File: src/perf_mon_pkg.sv
// constants for the performance monitor counter block
package perf_mon_pkg;
  // special register numbers
  localparam logic [9:0] SPR_UCTL0 = 10'h3A8;
  localparam logic [9:0] SPR_UCTL1 = 10'h3AC;
  localparam logic [9:0] SPR_CTL0  = 10'h3B8;
  localparam logic [9:0] SPR_CNT1  = 10'h3B9;
  localparam logic [9:0] SPR_CNT2  = 10'h3BA;
  localparam logic [9:0] SPR_CTL1  = 10'h3BC;
  localparam logic [9:0] SPR_CNT3  = 10'h3BD;
  localparam logic [9:0] SPR_CNT4  = 10'h3BE;
  //////////////////////////////////////////////////////////////////////////////
  // control register 0 fields (lsb positions, msb-first bit 0 is bit 31)
  localparam int GIRQ_BIT   = 26;
  localparam int FREEZE_BIT = 25;
  localparam int TBSEL_LSB  = 23;
  localparam int TBIRQ_BIT  = 22;
  localparam int THR_LSB    = 16;
  localparam int C1GATE_BIT = 15;
  localparam int CGATE_BIT  = 14;
  localparam int TRIG_BIT   = 13;
  localparam int SEL1_LSB   = 6;
  localparam int SEL2_LSB   = 0;
  // control register 1 fields
  localparam int SEL3_LSB   = 27;
  localparam int SEL4_LSB   = 22;
  localparam logic [31:0] CTL1_MASK = 32'hFFC0_0000;
  // counter fields
  localparam int OVF_BIT    = 31;
  // reset values
  localparam logic [31:0] CTL0_RST = 32'h0000_0000;
  localparam logic [31:0] CTL1_RST = 32'h0000_0000;
  localparam logic [31:0] CNT_RST  = 32'h0000_0000;
  //////////////////////////////////////////////////////////////////////////////
  // event select codes shared by all counters
  localparam logic [6:0] EV_HOLD    = 7'h00;
  localparam logic [6:0] EV_CYCLE   = 7'h01;
  localparam logic [6:0] EV_DONE    = 7'h02;
  localparam logic [6:0] EV_TB      = 7'h03;
  localparam logic [6:0] EV_DISP    = 7'h04;
  // counter 1 and 2 only
  localparam logic [6:0] EV_BARRIER = 7'h05;
  localparam logic [6:0] EV_INSTR_TRANSLATION_BUFFER    = 7'h06;
  localparam logic [6:0] EV_L2HIT   = 7'h07;
  localparam logic [6:0] EV_FETCH   = 7'h08;
  localparam logic [6:0] EV_BKPT    = 7'h09;
  localparam logic [6:0] EV_LDMISS  = 7'h0A;
  localparam logic [6:0] EV_BRUNRES = 7'h0B;
  localparam logic [6:0] EV_STALL   = 7'h0C;
  // time base bit chosen per selector value, msb-first numbering
  localparam logic [4:0] TB_POS_0 = 5'h0F;
  localparam logic [4:0] TB_POS_1 = 5'h13;
  localparam logic [4:0] TB_POS_2 = 5'h17;
  localparam logic [4:0] TB_POS_3 = 5'h1F;
endpackage

File: src/perf_monitor_counters.sv
// performance monitor: control registers, four counters, interrupt
//
// Summary of operation
// - user view mirrors control register 0
// - counter 3 selector in top five bits
// - counter 4 selector bits 5-9, rest reserved
// - control register 1 read/write at 956
// - user view of register 1 at 940
// - four 32-bit counters, overflow can interrupt
// - top bit is the overflow flag
// - lower bits count selected events
// - overflow once value reaches 2147483648
// - overflow interrupt needs counter gate and global gate
// - exception waits for external mask bit
// - freeze option stops counters on interrupt
// - overflowed load may interrupt without events
// - count while control set, until interrupt if freeze set
// - codes hold, cycles, completed instructions
// - code 3 counts chosen time-base rises
// - dispatch count, barriers, table search cycles
// - L2 hits, fetch addresses, breakpoint matches
// - long load misses, unresolved branches, stalls
// - counter 2 uses same thirteen codes
// - reserved codes have no defined counting
// - counter 1 selector at bits 19-25
// - counter 2 selector at bits 26-31
// - hardware clears global gate on interrupt
// - six-bit latency threshold in register 0
`timescale 1ns/10ps
module perf_monitor_counters (
  // clock and reset
  input  wire logic        clk_i,
  input  wire logic        rst_n_i,
  // special register moves
  input  wire logic [9:0]  spr_num_i,
  input  wire logic        spr_wr_i,
  input  wire logic        spr_rd_i,
  input  wire logic [31:0] spr_wdata_i,
  output logic      [31:0] spr_rdata_o,
  output logic             spr_ack_o,
  // exception path
  input  wire logic        external_irq_mask_bit_i,
  input  wire logic        exc_ack_i,
  output logic             irq_o,
  // pipeline and cache events
  input  wire logic        instr_done_i,
  input  wire logic [1:0]  disp_cnt_i,
  input  wire logic [31:0] tbl_i,
  input  wire logic        barrier_done_i,
  input  wire logic        instr_translation_buffer_search_i,
  input  wire logic        l2_hit_i,
  input  wire logic        fetch_ea_i,
  input  wire logic        bkpt_match_i,
  input  wire logic        ld_miss_done_i,
  input  wire logic [7:0]  ld_miss_lat_i,
  input  wire logic        br_unres_i,
  input  wire logic        disp_stall_i,
  input  wire logic [31:0] c3_ev_i,
  input  wire logic [31:0] c4_ev_i
);
  //////////////////////////////////////////////////////////////////////////////
  // state
  logic [31:0] monitor_control_0_q;
  logic [31:0] monitor_control_1_q;
  logic        frozen_q;
  logic        pend_q;
  logic        pend_d;
  logic [31:0] tb_prev_q;
  logic [31:0] rd_d;
  logic        hit_d;
  logic [31:0] cnt     [4];
  logic [9:0]  cnt_spr [4];
  logic [6:0]  sel     [4];
  logic [31:0] vec     [4];
  logic        en      [4];
  logic [1:0]  inc     [4];

  //////////////////////////////////////////////////////////////////////////////
  // field decode
  logic        global_irq_gate;
  logic        freeze_on_irq;
  logic [1:0]  timebase_bit_sel;
  logic        tb_irq_en;
  logic [5:0]  ld_threshold;
  logic        counter1_irq_gate;
  logic        counter_irq_gate;
  logic        trig_hold;
  logic        wr_ctl0;
  logic        wr_ctl1;
  logic [4:0]  tb_pos;
  logic        tb_bit;
  logic        tb_edge;
  logic        ld_long;
  logic        win_en;
  logic        irq_evt;

  assign global_irq_gate   = monitor_control_0_q[perf_mon_pkg::GIRQ_BIT];
  assign freeze_on_irq     = monitor_control_0_q[perf_mon_pkg::FREEZE_BIT];
  assign timebase_bit_sel  = monitor_control_0_q[perf_mon_pkg::TBSEL_LSB +: 2];
  assign tb_irq_en         = monitor_control_0_q[perf_mon_pkg::TBIRQ_BIT];
  assign ld_threshold      = monitor_control_0_q[perf_mon_pkg::THR_LSB +: 6];
  assign counter1_irq_gate = monitor_control_0_q[perf_mon_pkg::C1GATE_BIT];
  assign counter_irq_gate  = monitor_control_0_q[perf_mon_pkg::CGATE_BIT];
  assign trig_hold         = monitor_control_0_q[perf_mon_pkg::TRIG_BIT];

  assign wr_ctl0 = spr_wr_i && (spr_num_i == perf_mon_pkg::SPR_CTL0);
  assign wr_ctl1 = spr_wr_i && (spr_num_i == perf_mon_pkg::SPR_CTL1);

  //////////////////////////////////////////////////////////////////////////////
  // control registers; the user views have no write path at all
  always_ff @(posedge clk_i) begin
    if (!rst_n_i) begin
      monitor_control_0_q <= perf_mon_pkg::CTL0_RST;
    end else if (wr_ctl0) begin
      // a software write wins so a re-armed gate is never lost
      monitor_control_0_q <= spr_wdata_i;
    end else if (irq_evt) begin
      monitor_control_0_q[perf_mon_pkg::GIRQ_BIT] <= 1'b0;
    end
  end

  always_ff @(posedge clk_i) begin
    if (!rst_n_i) begin
      monitor_control_1_q <= perf_mon_pkg::CTL1_RST;
    end else if (wr_ctl1) begin
      monitor_control_1_q <= spr_wdata_i & perf_mon_pkg::CTL1_MASK;
    end
  end

  //////////////////////////////////////////////////////////////////////////////
  // time base bit edge; the time base runs on this clock, so no synchroniser
  always_comb begin
    unique case (timebase_bit_sel)
      2'h0:    tb_pos = perf_mon_pkg::TB_POS_0;
      2'h1:    tb_pos = perf_mon_pkg::TB_POS_1;
      2'h2:    tb_pos = perf_mon_pkg::TB_POS_2;
      default: tb_pos = perf_mon_pkg::TB_POS_3;
    endcase
  end

  // the whole word is kept so a fresh bit choice compares with its own past value
  assign tb_bit  = tbl_i[5'h1F - tb_pos];
  assign tb_edge = tb_bit && !tb_prev_q[5'h1F - tb_pos];

  always_ff @(posedge clk_i) begin
    if (!rst_n_i) begin
      tb_prev_q <= 32'h0000_0000;
    end else begin
      tb_prev_q <= tbl_i;
    end
  end

  assign ld_long = ld_miss_done_i && (ld_miss_lat_i > {2'h0, ld_threshold});

  //////////////////////////////////////////////////////////////////////////////
  // event selection per counter
  assign sel[0] = monitor_control_0_q[perf_mon_pkg::SEL1_LSB +: 7];
  assign sel[1] = {1'b0, monitor_control_0_q[perf_mon_pkg::SEL2_LSB +: 6]};
  assign sel[2] = {2'h0, monitor_control_1_q[perf_mon_pkg::SEL3_LSB +: 5]};
  assign sel[3] = {2'h0, monitor_control_1_q[perf_mon_pkg::SEL4_LSB +: 5]};

  // bit n of a vector is the event for code n; codes 0, 3, 4 are decoded apart
  assign vec[0] = {19'h0, disp_stall_i, br_unres_i, ld_long, bkpt_match_i,
                   fetch_ea_i, l2_hit_i, instr_translation_buffer_search_i, barrier_done_i,
                   2'h0, instr_done_i, 1'b1, 1'b0};
  assign vec[1] = vec[0];
  assign vec[2] = {c3_ev_i[31:3], instr_done_i, 2'b10};
  assign vec[3] = {c4_ev_i[31:3], instr_done_i, 2'b10};

  assign cnt_spr[0] = perf_mon_pkg::SPR_CNT1;
  assign cnt_spr[1] = perf_mon_pkg::SPR_CNT2;
  assign cnt_spr[2] = perf_mon_pkg::SPR_CNT3;
  assign cnt_spr[3] = perf_mon_pkg::SPR_CNT4;

  // counting runs while register 0 is set up and no freeze is in force
  assign win_en = (monitor_control_0_q != 32'h0) && !frozen_q;
  assign en[0]  = win_en;
  assign en[1]  = win_en && (!trig_hold || cnt[0][perf_mon_pkg::OVF_BIT] || pend_q);
  assign en[2]  = en[1];
  assign en[3]  = en[1];

  for (genvar i = 0; i < 4; i++) begin : g_cnt
    perf_event_select u_sel (
      .sel_i      (sel[i]),
      .vec_i      (vec[i]),
      .tb_edge_i  (tb_edge),
      .disp_cnt_i (disp_cnt_i),
      .inc_o      (inc[i])
    );
    perf_counter u_cnt (
      .clk_i      (clk_i),
      .rst_n_i    (rst_n_i),
      .load_i     (spr_wr_i && (spr_num_i == cnt_spr[i])),
      .load_val_i (spr_wdata_i),
      .en_i       (en[i]),
      .inc_i      (inc[i]),
      .cnt_o      (cnt[i])
    );
  end

  //////////////////////////////////////////////////////////////////////////////
  // interrupt: overflow is the top bit, so a loaded 0x8000_0000 also fires
  assign irq_evt = global_irq_gate &&
                   ((counter1_irq_gate && cnt[0][perf_mon_pkg::OVF_BIT]) ||
                    (counter_irq_gate && (cnt[1][perf_mon_pkg::OVF_BIT] ||
                                          cnt[2][perf_mon_pkg::OVF_BIT] ||
                                          cnt[3][perf_mon_pkg::OVF_BIT])) ||
                    (tb_irq_en && tb_edge));

  // set wins over the exception acknowledge
  assign pend_d = irq_evt || (pend_q && !exc_ack_i);

  always_ff @(posedge clk_i) begin
    if (!rst_n_i) begin
      pend_q <= 1'b0;
    end else begin
      pend_q <= pend_d;
    end
  end

  // the condition may stand with the mask clear; only delivery waits
  always_ff @(posedge clk_i) begin
    if (!rst_n_i) begin
      irq_o <= 1'b0;
    end else begin
      irq_o <= pend_d && external_irq_mask_bit_i;
    end
  end

  always_ff @(posedge clk_i) begin
    if (!rst_n_i) begin
      frozen_q <= 1'b0;
    end else if (irq_evt && freeze_on_irq) begin
      frozen_q <= 1'b1;
    end else if (wr_ctl0) begin
      frozen_q <= 1'b0;
    end
  end

  //////////////////////////////////////////////////////////////////////////////
  // register reads, answered one cycle later
  always_comb begin
    rd_d  = 32'h0;
    hit_d = 1'b1;
    unique case (spr_num_i)
      perf_mon_pkg::SPR_CTL0,
      perf_mon_pkg::SPR_UCTL0: rd_d = monitor_control_0_q;
      perf_mon_pkg::SPR_CTL1,
      perf_mon_pkg::SPR_UCTL1: rd_d = monitor_control_1_q;
      perf_mon_pkg::SPR_CNT1:  rd_d = cnt[0];
      perf_mon_pkg::SPR_CNT2:  rd_d = cnt[1];
      perf_mon_pkg::SPR_CNT3:  rd_d = cnt[2];
      perf_mon_pkg::SPR_CNT4:  rd_d = cnt[3];
      default:                 hit_d = 1'b0;
    endcase
  end

  always_ff @(posedge clk_i) begin
    if (!rst_n_i) begin
      spr_rdata_o <= 32'h0;
      spr_ack_o   <= 1'b0;
    end else begin
      spr_rdata_o <= spr_rd_i ? rd_d : 32'h0;
      spr_ack_o   <= (spr_rd_i || spr_wr_i) && hit_d;
    end
  end

  //////////////////////////////////////////////////////////////////////////////
  // checks
  property p_ovf_irq;
    @(posedge clk_i) disable iff (!rst_n_i)
    (global_irq_gate && counter1_irq_gate && cnt[0][31]) |=> pend_q;
  endproperty
  a_ovf_irq: assert property (p_ovf_irq) else $error("overflow missed");

  property p_no_gate;
    @(posedge clk_i) disable iff (!rst_n_i)
    $rose(pend_q) |-> $past(global_irq_gate);
  endproperty
  a_no_gate: assert property (p_no_gate) else $error("ungated irq");

  property p_defer;
    @(posedge clk_i) disable iff (!rst_n_i)
    !external_irq_mask_bit_i |=> !irq_o;
  endproperty
  a_defer: assert property (p_defer) else $error("irq while masked");

  property p_take;
    @(posedge clk_i) disable iff (!rst_n_i)
    (pend_q && !exc_ack_i && external_irq_mask_bit_i) |=> irq_o;
  endproperty
  a_take: assert property (p_take) else $error("pending irq lost");

  property p_gate_clr;
    @(posedge clk_i) disable iff (!rst_n_i)
    (irq_evt && !wr_ctl0) |=> !global_irq_gate;
  endproperty
  a_gate_clr: assert property (p_gate_clr) else $error("gate not cleared");

  property p_freeze;
    @(posedge clk_i) disable iff (!rst_n_i)
    (irq_evt && freeze_on_irq && !spr_wr_i) ##1 !spr_wr_i |=> $stable(cnt[0]);
  endproperty
  a_freeze: assert property (p_freeze) else $error("counted while frozen");

  property p_cycles;
    @(posedge clk_i) disable iff (!rst_n_i)
    (sel[0] == perf_mon_pkg::EV_CYCLE && win_en && !spr_wr_i)
      |=> cnt[0] == $past(cnt[0]) + 32'h1;
  endproperty
  a_cycles: assert property (p_cycles) else $error("cycle count wrong");

  property p_hold;
    @(posedge clk_i) disable iff (!rst_n_i)
    (sel[0] == perf_mon_pkg::EV_HOLD && !spr_wr_i) |=> $stable(cnt[0]);
  endproperty
  a_hold: assert property (p_hold) else $error("hold code counted");

  property p_view_ro;
    @(posedge clk_i) disable iff (!rst_n_i)
    (spr_wr_i && spr_num_i == perf_mon_pkg::SPR_UCTL1)
      |=> $stable(monitor_control_1_q);
  endproperty
  a_view_ro: assert property (p_view_ro) else $error("user view written");

  property p_view_rd;
    @(posedge clk_i) disable iff (!rst_n_i)
    (spr_rd_i && !spr_wr_i && spr_num_i == perf_mon_pkg::SPR_UCTL1)
      |=> spr_ack_o && spr_rdata_o == monitor_control_1_q;
  endproperty
  a_view_rd: assert property (p_view_rd) else $error("user view read bad");

  property p_tb_rise;
    @(posedge clk_i) disable iff (!rst_n_i)
    (sel[0] == perf_mon_pkg::EV_TB && win_en && !spr_wr_i && $stable(monitor_control_0_q))
      |=> cnt[0] == $past(cnt[0]) + {31'h0, $past(tb_bit) && !$past(tb_bit, 2)};
  endproperty
  a_tb_rise: assert property (p_tb_rise) else $error("time base count wrong");

  c_irq:    cover property (@(posedge clk_i) disable iff (!rst_n_i) $rose(irq_o));
  c_frozen: cover property (@(posedge clk_i) disable iff (!rst_n_i) $rose(frozen_q));
  c_ovf:    cover property (@(posedge clk_i) disable iff (!rst_n_i) $rose(cnt[0][31]));
endmodule

File: src/perf_event_select.sv
// per-counter event selector: turns a select code into an increment
`timescale 1ns/10ps
module perf_event_select (
  // selection
  input  wire logic [6:0]  sel_i,
  input  wire logic [31:0] vec_i,
  // shared sources
  input  wire logic        tb_edge_i,
  input  wire logic [1:0]  disp_cnt_i,
  // increment
  output logic      [1:0]  inc_o
);
  always_comb begin
    inc_o = 2'h0;
    if (sel_i == perf_mon_pkg::EV_HOLD) begin
      inc_o = 2'h0;
    end else if (sel_i == perf_mon_pkg::EV_TB) begin
      inc_o = {1'b0, tb_edge_i};
    end else if (sel_i == perf_mon_pkg::EV_DISP) begin
      inc_o = disp_cnt_i;
    end else if (sel_i[6:5] == 2'h0) begin
      // reserved codes see a zero vector bit and hold
      inc_o = {1'b0, vec_i[sel_i[4:0]]};
    end
  end
endmodule

File: src/perf_counter.sv
// one 32-bit event counter with software load
`timescale 1ns/10ps
module perf_counter (
  // clock and reset
  input  wire logic        clk_i,
  input  wire logic        rst_n_i,
  // control
  input  wire logic        load_i,
  input  wire logic [31:0] load_val_i,
  input  wire logic        en_i,
  input  wire logic [1:0]  inc_i,
  // value
  output logic      [31:0] cnt_o
);
  always_ff @(posedge clk_i) begin
    if (!rst_n_i) begin
      cnt_o <= perf_mon_pkg::CNT_RST;
    end else if (load_i) begin
      // a load wins over a count in the same cycle
      cnt_o <= load_val_i;
    end else if (en_i) begin
      cnt_o <= cnt_o + {30'h0, inc_i};
    end
  end
endmodule

File: config.mk
export PLATFORM = sky130hd
export DESIGN_NAME = perf_monitor_counters
export DESIGN_NICKNAME = d
export VERILOG_FILES = /design/src/perf_mon_pkg.sv /design/src/perf_monitor_counters.sv /design/src/perf_event_select.sv /design/src/perf_counter.sv
export SDC_FILE = /design/constraint.sdc
export NUM_CORES = 1
export LEC_CHECK = 0
export BUFFER_PORTS_ARGS = -buffer_cell sky130_fd_sc_hd__buf_2
export CAP_MARGIN = 10
export CORE_MARGIN = 2
export CORE_UTILIZATION = 52
export CTS_CLUSTER_DIAMETER = 40
export DETAILED_ROUTE_END_ITERATION = 10
export GPL_TIMING_DRIVEN = 0
export PLACE_DENSITY = 0.77
export SYNTH_ARGS = -nofsm -noshare
export SYNTH_HDL_FRONTEND = slang
export SYNTH_SLANG_ARGS = --single-unit
File: constraint.sdc
create_clock -name clk_i -period 3.8 [get_ports clk_i]
set_input_delay 0.76 -clock clk_i [delete_from_list [all_inputs] [get_ports clk_i]]
set_output_delay 0.76 -clock clk_i [all_outputs]
set_load 0.03 [all_outputs]
==> results.md, run 1 <==
- The run finished, with violations left.
- The checks that failed: setup timing.
- Across all setup checks in the final design, the least slack found is -0.105 ns.
- The via count of the first global-routing pass is 12569.
- For the pin with the worst max-slew slack, the measured transition is 1.23 ns.
- For this block, the initial DRC count from the detailed router was 1581.
- The final-report setup violation count is 12.
- Of all nets on the critical path, the largest fanout is 5.
- The most common cell in the synthesized netlist is sky130_fd_sc_hd__dfxtp_1.
- The number of max-slew violations in the final report is 0.
- The multi-input combinational cell area is 7640 sq um.
- Timing analysis after detailed placement gives a worst setup slack of -1.09 ns.
- In this run the static leakage power is 5.13 nW.
- The total number of vias is 13467.
- The fraction of registers with async set or reset after synthesis is 0.
- For this run, the register share of the synthesized area comes to 0.360.
- Of the total synthesized cell area, the portion taken by full adders, half adders and majority gates is 0.0235.
- 197 I/O pins were placed.
- The kind of capture point of the worst setup path is a flip-flop.
- Headroom to the max-slew limit came out at 0.177.
- The final number of hold-violating endpoints is 0.
- The maximum number of pins on one net before global-route repair is 13.
- The simple-gate portion of the synthesized area is 0.224.
- The clock net in this run drives a total of 214 sinks.
- On the final layout, the worst hold slack is 0.476 ns.
- In the global route stage, met2 resource usage came out at 0.637.
- The clock transition at the registers of the reported paths is 0.05 ns.
- The global-route wire length before repair is 75800 microns.
- Setup repair after global routing could not meet its margin everywhere.
- 0 antenna diodes ended up in the layout.
- The type of origin of the critical path is a flip-flop.
- The number of antenna violations at the first check in global routing is 0.
- The post-route cell area is 15200 sq um.
- The class of the most critical setup path is flip-flop to flip-flop.
- The port buffer count is 162.
- Across every metal layer, demand over resource in global routing totals 0.415.
- In the global route stage, met1 resource usage came out at 0.533.
- For this configuration, the core starts out at a cell density of 0.528.
- The count of different cell masters after synthesis is 67.
- The post-layout minimum cycle time is 3.91 ns.
- The path class of the tightest hold or removal check is input port to flip-flop.
- The worst clock skew is 0.0169 ns.
- The tool flagged a number of max-cap violations equal to 0.
- The most frequently used flop master after synthesis is sky130_fd_sc_hd__dfxtp_1.
- TritonCTS built the clock tree.
- The wire-length estimate of the detail-placed layout is 37000 microns.
- The CTS H-tree depth is 2.
- In this run, CTS created clock tree buffers numbering 36.
- The upper clock frequency limit is 256 MHz.
- In this run the deepest clock path goes through 3 buffers.
- After synthesis, the cell types taking the most area are sky130_fd_sc_hd__dfxtp_1 36%, sky130_fd_sc_hd__a21oi_1 7.0%, sky130_fd_sc_hd__xnor2_1 6.5%.
- Averaged over all synthesized cells, the footprint is 8.18 sq um.
- The site row count is 55.
- The number of nets in the layout is 1870.
- Of the total synthesized cell area, the portion taken by XOR and XNOR cells is 0.0816.
- The total overflow left after global routing is 0.
- The worst-skew pair later-pin latency is 0.51 ns.
- The mapped netlist covers 11900 sq um.
- The global routing's busiest layer is met2.
- The number of remaining DRC errors is 0.
- The met3 demand-to-capacity share in global routing is 0.108.
- Once placement finished, the instance area stood at 13100 sq um.
- The number of synthesized flops with an enable pin is 0.
- Ranked by instance count, the synthesized netlist is headed by 214 x sky130_fd_sc_hd__dfxtp_1, 167 x sky130_fd_sc_hd__a21oi_1, 151 x sky130_fd_sc_hd__nand2_1.
- The post-route clock period utilization is 1.03.
- Summed over all instances, the cell type with the most area after synthesis is sky130_fd_sc_hd__dfxtp_1.
- Counting the fill cells in the layout gives 1918.
- The first detailed-routing pass took 8 iterations.
- The share of the synthesized area in compound gates (AO/OA/AOI/OAI) is 0.214.
- The synthesized design contains 214 register bits.
- The proportion of layout cells with a drive suffix above 1 is 0.239.
- The endpoint arrival time on the critical path is 4.26 ns.
- The maximum vdd drop is 269 uV.
- Routability-driven placement finished with a final weighted congestion of 1.05.
- For the worst setup path, the data required time is 4.15 ns.
- The overall die area is 24100 sq um.
- The number of nets in the synthesized netlist is 1639.
- The aggregate routed wire length is 51400 microns.
- From bottom edge to top edge, the die measures 155 microns.
- In the final routed layout, each cell accounts on average for 25.7 microns.
- The number of vias per cell is 6.74.
- The synthesis warning total is 0.
- In this run the power density over the cells is 379 nW/um^2.
- Compared with the post-synthesis result, the final layout area differs by 27.7%.
- The share of synthesized area in the top cell type comes to 0.360.
- Measured along the x axis, the die boundary spans 155 microns.
- The power consumption is 5.77 mW.
- The count of nets left with antenna violations once routing finished came out at 0.
- CTS placed an instance of sky130_fd_sc_hd__clkbuf_16 at the clock tree root.
- The area taken by flip-flops and latches is 4300 sq um.
- The gate count of the mapped netlist is 1456.
- After synthesis, the share of cell area in mux cells is 0.0471.
- The floorplan step defined a core boundary enclosing 22600 sq um.
- By area, the combinational part of the netlist is dominated by simple AND/OR/NAND/NOR gates.
==> cells in the final DEF (no fill, tap or decap), drive strengths merged, types with 4 or more instances in the layout <==
cell      instances
a222oi           25
mux2              4
nor3             51
clkinvlp          4
xor2             22
and4              5
ha               16
nand2b            4
clkinv            8
nor4             50
clkbuf          139
a211oi            5
mux4             14
nor3b            14
a22oi            41
nand2           151
nand4            53
dfxtp           214
and2             11
a31oi            24
a21oi           167
or3              12
or2               5
mux2i            20
inv              44
o21ai           126
o22ai            15
a311oi            4
nand3            46
and3             14
fa                4
buf             213
xnor2            89
nor2             48
nor4b            12
==> per-stage QoR <==
step           utilization  std cells  setup TNS, ns
6_report             0.674       1997         -0.401
3_5_place_dp         0.580       1903         -57.25
4_1_cts              0.661       1991         -0.731
3_3_place_gp         0.580       1903         -55.20
2_1_floorplan            -       1456        -0.0321
5_1_grt              0.674       1997         -10.32
==> critical path, cell delays in order (launching register included) <==
cell and delay [ns]:
sky130_fd_sc_hd__dfxtp_2 0.34, sky130_fd_sc_hd__inv_2 0.06, sky130_fd_sc_hd__ha_4 0.18, sky130_fd_sc_hd__nor3b_2 0.18
sky130_fd_sc_hd__nor3b_1 0.08, sky130_fd_sc_hd__nor4_1 0.26, sky130_fd_sc_hd__o2111a_2 0.29, sky130_fd_sc_hd__nand4b_1 0.11
sky130_fd_sc_hd__a31oi_2 0.29, sky130_fd_sc_hd__ha_2 0.24, sky130_fd_sc_hd__inv_1 0.05, sky130_fd_sc_hd__fa_2 0.38
sky130_fd_sc_hd__and3b_2 0.27, sky130_fd_sc_hd__nand4_1 0.12, sky130_fd_sc_hd__buf_4 0.18, sky130_fd_sc_hd__nor2_4 0.15
sky130_fd_sc_hd__nand4_1 0.17, sky130_fd_sc_hd__xnor2_2 0.28, sky130_fd_sc_hd__o22ai_2 0.11
==> sequential cells by signal (all words and copies together) (netlist names) <==
name and flops:
spr_ack_o 1, tb_prev_q 8, monitor_control_1_q 10, monitor_control_0_q 32
irq_o 1, pend_q 1, g_cnt.u_cnt.cnt_o 128, frozen_q 1
spr_rdata_o 32
==> logic make-up (layout without fill, tap and decap cells) <==
family / count (synthesis) / after routing
adder cells (fa/ha/maj): 20 / 20
buffers and inverters: 154 / 410
flip-flops: 214 / 214
multiplexers: 38 / 38
AO/OA/AOI/OAI: 428 / 428
AND/OR/NAND/NOR: 491 / 491
XOR/XNOR: 111 / 111
==> worst paths after layout <==
check	startpoint	endpoint	slack, ns	depth (start not counted)
max	monitor_control_0_q[24]	g_cnt[3].u_cnt.cnt_o[26]	-0.11	18
min	tbl_i[20]	tb_prev_q[20]	0.48	2
max reg2reg	monitor_control_0_q[24]	g_cnt[3].u_cnt.cnt_o[26]	-0.11	18
min reg2reg	monitor_control_0_q[28]	monitor_control_0_q[28]	0.48	2
==> layer usage <==
metal / routed length, microns / up-vias
li1: - / 5864
met1: 19000 / 6301
met2: 22300 / 1064
met3: 6800 / 238
met4: 3260 / 0
met5: 0 / -
==> repair_timing <==
item | 4_1_cts | 5_1_grt
hold buffers | 0 | 0
endpoints found under the setup margin | 91 | 93
pin swaps | 35 | 56
gates resized for setup | 91 | 56
cloned | 0 | 0
buffers inserted | 27 | 7
==> area by class of cell <==
class	instances	share of cell area
tap	285	0.0234
clock inverter	18	0.0123
inverter	40	0.00987
clock buffer	45	0.0661
timing repair buffer	196	0.0731
sequential	214	0.283
multi-input combinational	1088	0.503
buffer	111	0.0299
==> where the power goes <==
part	leakage [nW]	total (mW)	internal (mW)	switching, mW
logic	2.82	0.273	0.0986	0.175
clock network	0.576	3.24	2.03	1.21
registers	1.73	2.25	2.25	0.00349
total	5.13	5.77	4.38	1.39
(Power assumes the default switching activity.)
==> run 2: changes to the inputs <==
--- a/config.mk
+++ b/config.mk
@@ -8,11 +8,13 @@
 export BUFFER_PORTS_ARGS = -buffer_cell sky130_fd_sc_hd__buf_2
 export CAP_MARGIN = 10
 export CORE_MARGIN = 2
-export CORE_UTILIZATION = 52
+export CORE_UTILIZATION = 53
 export CTS_CLUSTER_DIAMETER = 40
 export DETAILED_ROUTE_END_ITERATION = 10
 export GPL_TIMING_DRIVEN = 0
-export PLACE_DENSITY = 0.77
+export MAX_ROUTING_LAYER = met4
+export PLACE_DENSITY = 0.78
 export SYNTH_ARGS = -nofsm -noshare
 export SYNTH_HDL_FRONTEND = slang
+export SYNTH_HIERARCHICAL = 1
 export SYNTH_SLANG_ARGS = --single-unit
==> results.md, run 2 <==
- The number of clock buffers added by TritonCTS is 37.
- The most used flip-flop cell after synthesis is sky130_fd_sc_hd__dfxtp_1.
- The clock network fraction of design power is 0.574.
- The share of the synthesized area in compound gates (AO/OA/AOI/OAI) came to 0.224.
- For the finished layout, the period the worst path requires is 4.09 ns.
- For this configuration, the core starts out at a cell density of 0.537.
- Of the available clock period, the critical path in the final layout requires 1.08.
- The horizontal extent of the die is 166 microns.
- The number of flip-flops under the largest register name is 128.
- The total overflow left after global routing is 0.
- After synthesis, the share of cell area in mux cells is 0.0745.
- The end-of-flow core utilization is 0.669.
- After synthesis, the largest family of logic cells by area is simple AND/OR/NAND/NOR gates.
- The die is 166 microns tall.
- In the global route stage, overall resource usage came out at 0.382.
- Counting every instance in the synthesized netlist gives 1667.
- The simple-gate portion of the synthesized area is 0.287.
- The number of synthesized flops with an enable pin is 0.
- Setup repair after global routing could not meet its margin everywhere.
- The worst setup path is captured at a flip-flop.
- The detailed router placed 15277 vias in this run.
- The terminating pin of the worst hold path is irq_o.
- Clock skew on the completed layout was measured at 0.0212 ns.
- In this run the worst hold path is classified as input port to flip-flop.
- The cell area after placement is 15500 sq um.
- Power spread over the standard cell area amounts to 354 nW/um^2.
- Summed over all instances, the cell type with the most area after synthesis is sky130_fd_sc_hd__dfxtp_1.
- Tracing the worst setup path back leads to its startpoint at monitor_control_0_q[16].
- The synthesized netlist contains 80 unique library cells.
- The global-route wire length before repair is 80600 microns.
- After detailed routing, the total wire length is 53600 microns.
- The switching portion of total power is 0.236.
- The register with the most flip-flops is g_cnt.u_cnt/cnt_o.
- The startpoint of the lowest-slack hold path is external_irq_mask_bit_i.
- The class of the most critical setup path is flip-flop to flip-flop.
- The setup slack after layout is -0.290 ns.
- The clock transition at the registers of the reported paths is 0.05 ns.
- By area the synthesized netlist is led by sky130_fd_sc_hd__dfxtp_1 31%, sky130_fd_sc_hd__nand2_1 4.0%, sky130_fd_sc_hd__a21oi_1 3.9%.
- The combinational power share is 0.058.
- After floorplanning, the core was sized to cover 25900 sq um.
- The share of the Yosys chip area taken by registers is 0.308.
- Setup violations remaining at the end of the flow were counted as 21.
- During I/O placement, the number of pins put on the boundary was 197.
- The final-layout fill cell count is 2135.
- The cell count of the worst reg-to-reg path is 17.
- The critical path goes through ha_4, and3_1, nand4_1, o21ai_1, a21oi_1, o31a_1, mux4_2, a22oi_2, nand3_1, a41o_4, ha_4, inv_2, fa_2, nand4b_1, or3_4, or4_1, a31oi_1.
- The fraction of registers with async set or reset after synthesis is 0.
- The endpoint arrival time on the critical path is 4.52 ns.
- The via count of the first global-routing pass is 14048.
- The total of hold buffers inserted after clock tree synthesis is 0.
- The synthesized design contains 214 register bits.
- The maximum vdd drop is 383 uV.
- The critical path data required time is 4.23 ns.
- The port buffer count is 166.
- The sink count of the clock tree is 214.
- In the final layout, the registers with the most flip-flops are g_cnt.u_cnt/cnt_o (128), monitor_control_0_q (32), spr_rdata_o (32).
- The CTS H-tree depth is 2.
- The synthesis warning total is 6.
- The number of max-cap violations is 0.
- Summed over all nets, the switching power comes to 1.45 mW.
- The library cell used most frequently in the layout, excluding fill and tap cells, is sky130_fd_sc_hd__dfxtp_1.
- Leaving out fill and tap cells, the most frequent cells in the layout are 207 x sky130_fd_sc_hd__dfxtp_1, 187 x sky130_fd_sc_hd__buf_2, 146 x sky130_fd_sc_hd__nand2_1, 108 x sky130_fd_sc_hd__a21oi_1, 83 x sky130_fd_sc_hd__o21ai_0.
- The worst setup path is launched from a flip-flop.
- The clock reaches the later pin of the worst-skew pair after 0.52 ns.
- Of the total synthesized cell area, the portion taken by full adders, half adders and majority gates is 0.0209.
- The number of remaining DRC errors is 0.
- In this run the core area contains 59 standard-cell rows.
- For this block, the initial DRC count from the detailed router was 1830.
- The overall die area is 27600 sq um.
- The analysis attributes to cell leakage a power of 6.38 nW.
- The number of max-slew violations in the final report is 0.
- Among all cell types in the netlist, the one instantiated most often is sky130_fd_sc_hd__dfxtp_1.
- The hold slack is 0.463 ns.
- The maximum buffer depth of the clock tree is 3.
- The critical-path cell with the highest stage delay is sky130_fd_sc_hd__or3_4.
- Using the TritonRoute via totals, the vias-per-cell ratio works out to 6.59.
- The area growth from synthesis to layout is 24.7%.
- The run finished, with violations left.
- A synthesized cell averages 8.34 sq um.
- Measured against its own limit, the worst slew margin works out to 0.124.
- The first-pass detailed-route iteration total is 6.
- In the final layout, the share of cells above drive strength 1 is 0.216.
- Once detail routing completed, the nets flagged for antenna violations numbered 0.
- Static timing analysis puts the maximum clock frequency at 245 MHz.
- The internal portion of the total power is 4.69 mW.
- The number of nets in the layout is 2136.
- The CTS tree is yes.
- In the final routed layout, each cell accounts on average for 23.1 microns.
- The final number of hold-violating endpoints is 0.
- The post-route cell area is 17300 sq um.
- Ranked by instance count, the synthesized netlist is headed by 214 x sky130_fd_sc_hd__dfxtp_1, 148 x sky130_fd_sc_hd__nand2_1, 109 x sky130_fd_sc_hd__a21oi_1.
- The mapped netlist covers 13900 sq um.
- The share of synthesized area in the top cell type comes to 0.308.
- In this run the register-to-register setup slack is -0.29 ns.
- The tree is rooted in a sky130_fd_sc_hd__clkbuf_16.
- The congestion estimate from routability-driven global placement came to 1.09.
- The number of antenna violations at the first check in global routing is 1.
- The part of the power in registers is 0.368.
- The largest fanout of any net on the critical path is 7.
- Once detailed placement completed, the half-perimeter wirelength came to 39400 microns.
- Entering global routing, the biggest net connects 13 pins.
- Of the total synthesized cell area, the portion taken by XOR and XNOR cells is 0.0378.
- Among the stages of the critical path, the cell type that occurs most often is sky130_fd_sc_hd__ha_4.
- In this run the critical register-to-register path is launched from monitor_control_0_q[16].
- The number of cells on the worst hold path is 3.
- The reg-to-reg critical path endpoint is g_cnt[1].u_cnt/cnt_o[18].
- The checks that failed: setup timing.
- The pin slew with the least headroom to its limit is 1.30 ns.
- On the worst path, the slowest cell contributes a delay of 0.54 ns.
run 2: power groups by stage:
stage | Sequential, mW | Combinational, mW | Clock [mW]
after floorplan | 2.30 | 0.149 | 0
after global routing | 2.26 | 0.376 | 3.64
final | 2.26 | 0.359 | 3.53
after CTS | 2.26 | 0.339 | 3.54
after detailed placement | 2.31 | 0.331 | 0
after global placement | 2.31 | 0.325 | 0
run 2: per-stage QoR:
step	power, mW	TNS [ns]	worst slack (ns)	std cells
floorplan	2.45	-1.74	-0.224	1725
global route	6.27	-6.50	-0.439	2317
detailed placement	2.64	-49.14	-1.13	2226
finish	6.15	-2.43	-0.290	2318
global placement	2.63	-44.49	-1.05	2226
CTS	6.14	-2.63	-0.360	2305
run 2: worst max path at each step:
stage	end	slack, ns	cells after the start
after floorplan	g_cnt[1].u_cnt/cnt_o[22]	-0.22	18
after global routing	g_cnt[1].u_cnt/cnt_o[20]	-0.44	18
final	g_cnt[1].u_cnt/cnt_o[18]	-0.29	17
after detailed placement	g_cnt[1].u_cnt/cnt_o[20]	-1.13	19
after CTS	g_cnt[1].u_cnt/cnt_o[20]	-0.36	18
after global placement	g_cnt[1].u_cnt/cnt_o[18]	-1.05	19
run 2: layout make-up:
| type | instances | area, sq um | area share |
|---|---|---|---|
| sequential | 214 | 4300 | 0.248 |
| antenna | 1 | 2.50 | 0.000144 |
| clock buffer | 45 | 1040 | 0.0599 |
| inverter | 27 | 101 | 0.00585 |
| multi-input combinational | 1362 | 9550 | 0.551 |
| tap | 335 | 419 | 0.0242 |
| buffer | 116 | 552 | 0.0318 |
| clock inverter | 23 | 284 | 0.0164 |
| timing repair buffer | 195 | 1100 | 0.0634 |
run 2: worst max-delay path, delay by kind of cell (launching register included):
family | cells | cell delay, ns
adders and majority gates | 3 | 0.73
DFF | 1 | 0.42
and+or+nand+nor | 6 | 1.59
AOI/OAI and AO/OA | 6 | 0.94
buffers and inverters | 1 | 0.04
muxes | 1 | 0.28
run 2: timing repair:
item,4_1_cts,5_1_grt
gates resized for setup,35,49
setup endpoints to repair,75,62
setup buffers,16,13
pin swaps,24,35
run 2: kinds of logic (layout without fill, tap and decap cells):
group,count (synthesis),in the layout
DFF,214,214
xor gates and xnor gates,60,60
and+or+nand+nor,683,683
muxes,74,74
other,2,61
buffers and inverters,149,406
AOI/OAI and AO/OA,464,464
adders and majority gates,21,21
run 2: per-layer routing:
| metal | up-vias | global-route usage | wire [microns] |
|---|---|---|---|
| li1 | 6869 | - | - |
| met1 | 7265 | 0.486 | 20500 |
| met2 | 950 | 0.593 | 24000 |
| met3 | 193 | 0.0508 | 5900 |
| met4 | 0 | 0.206 | 3300 |
| met5 | - | - | 0 |
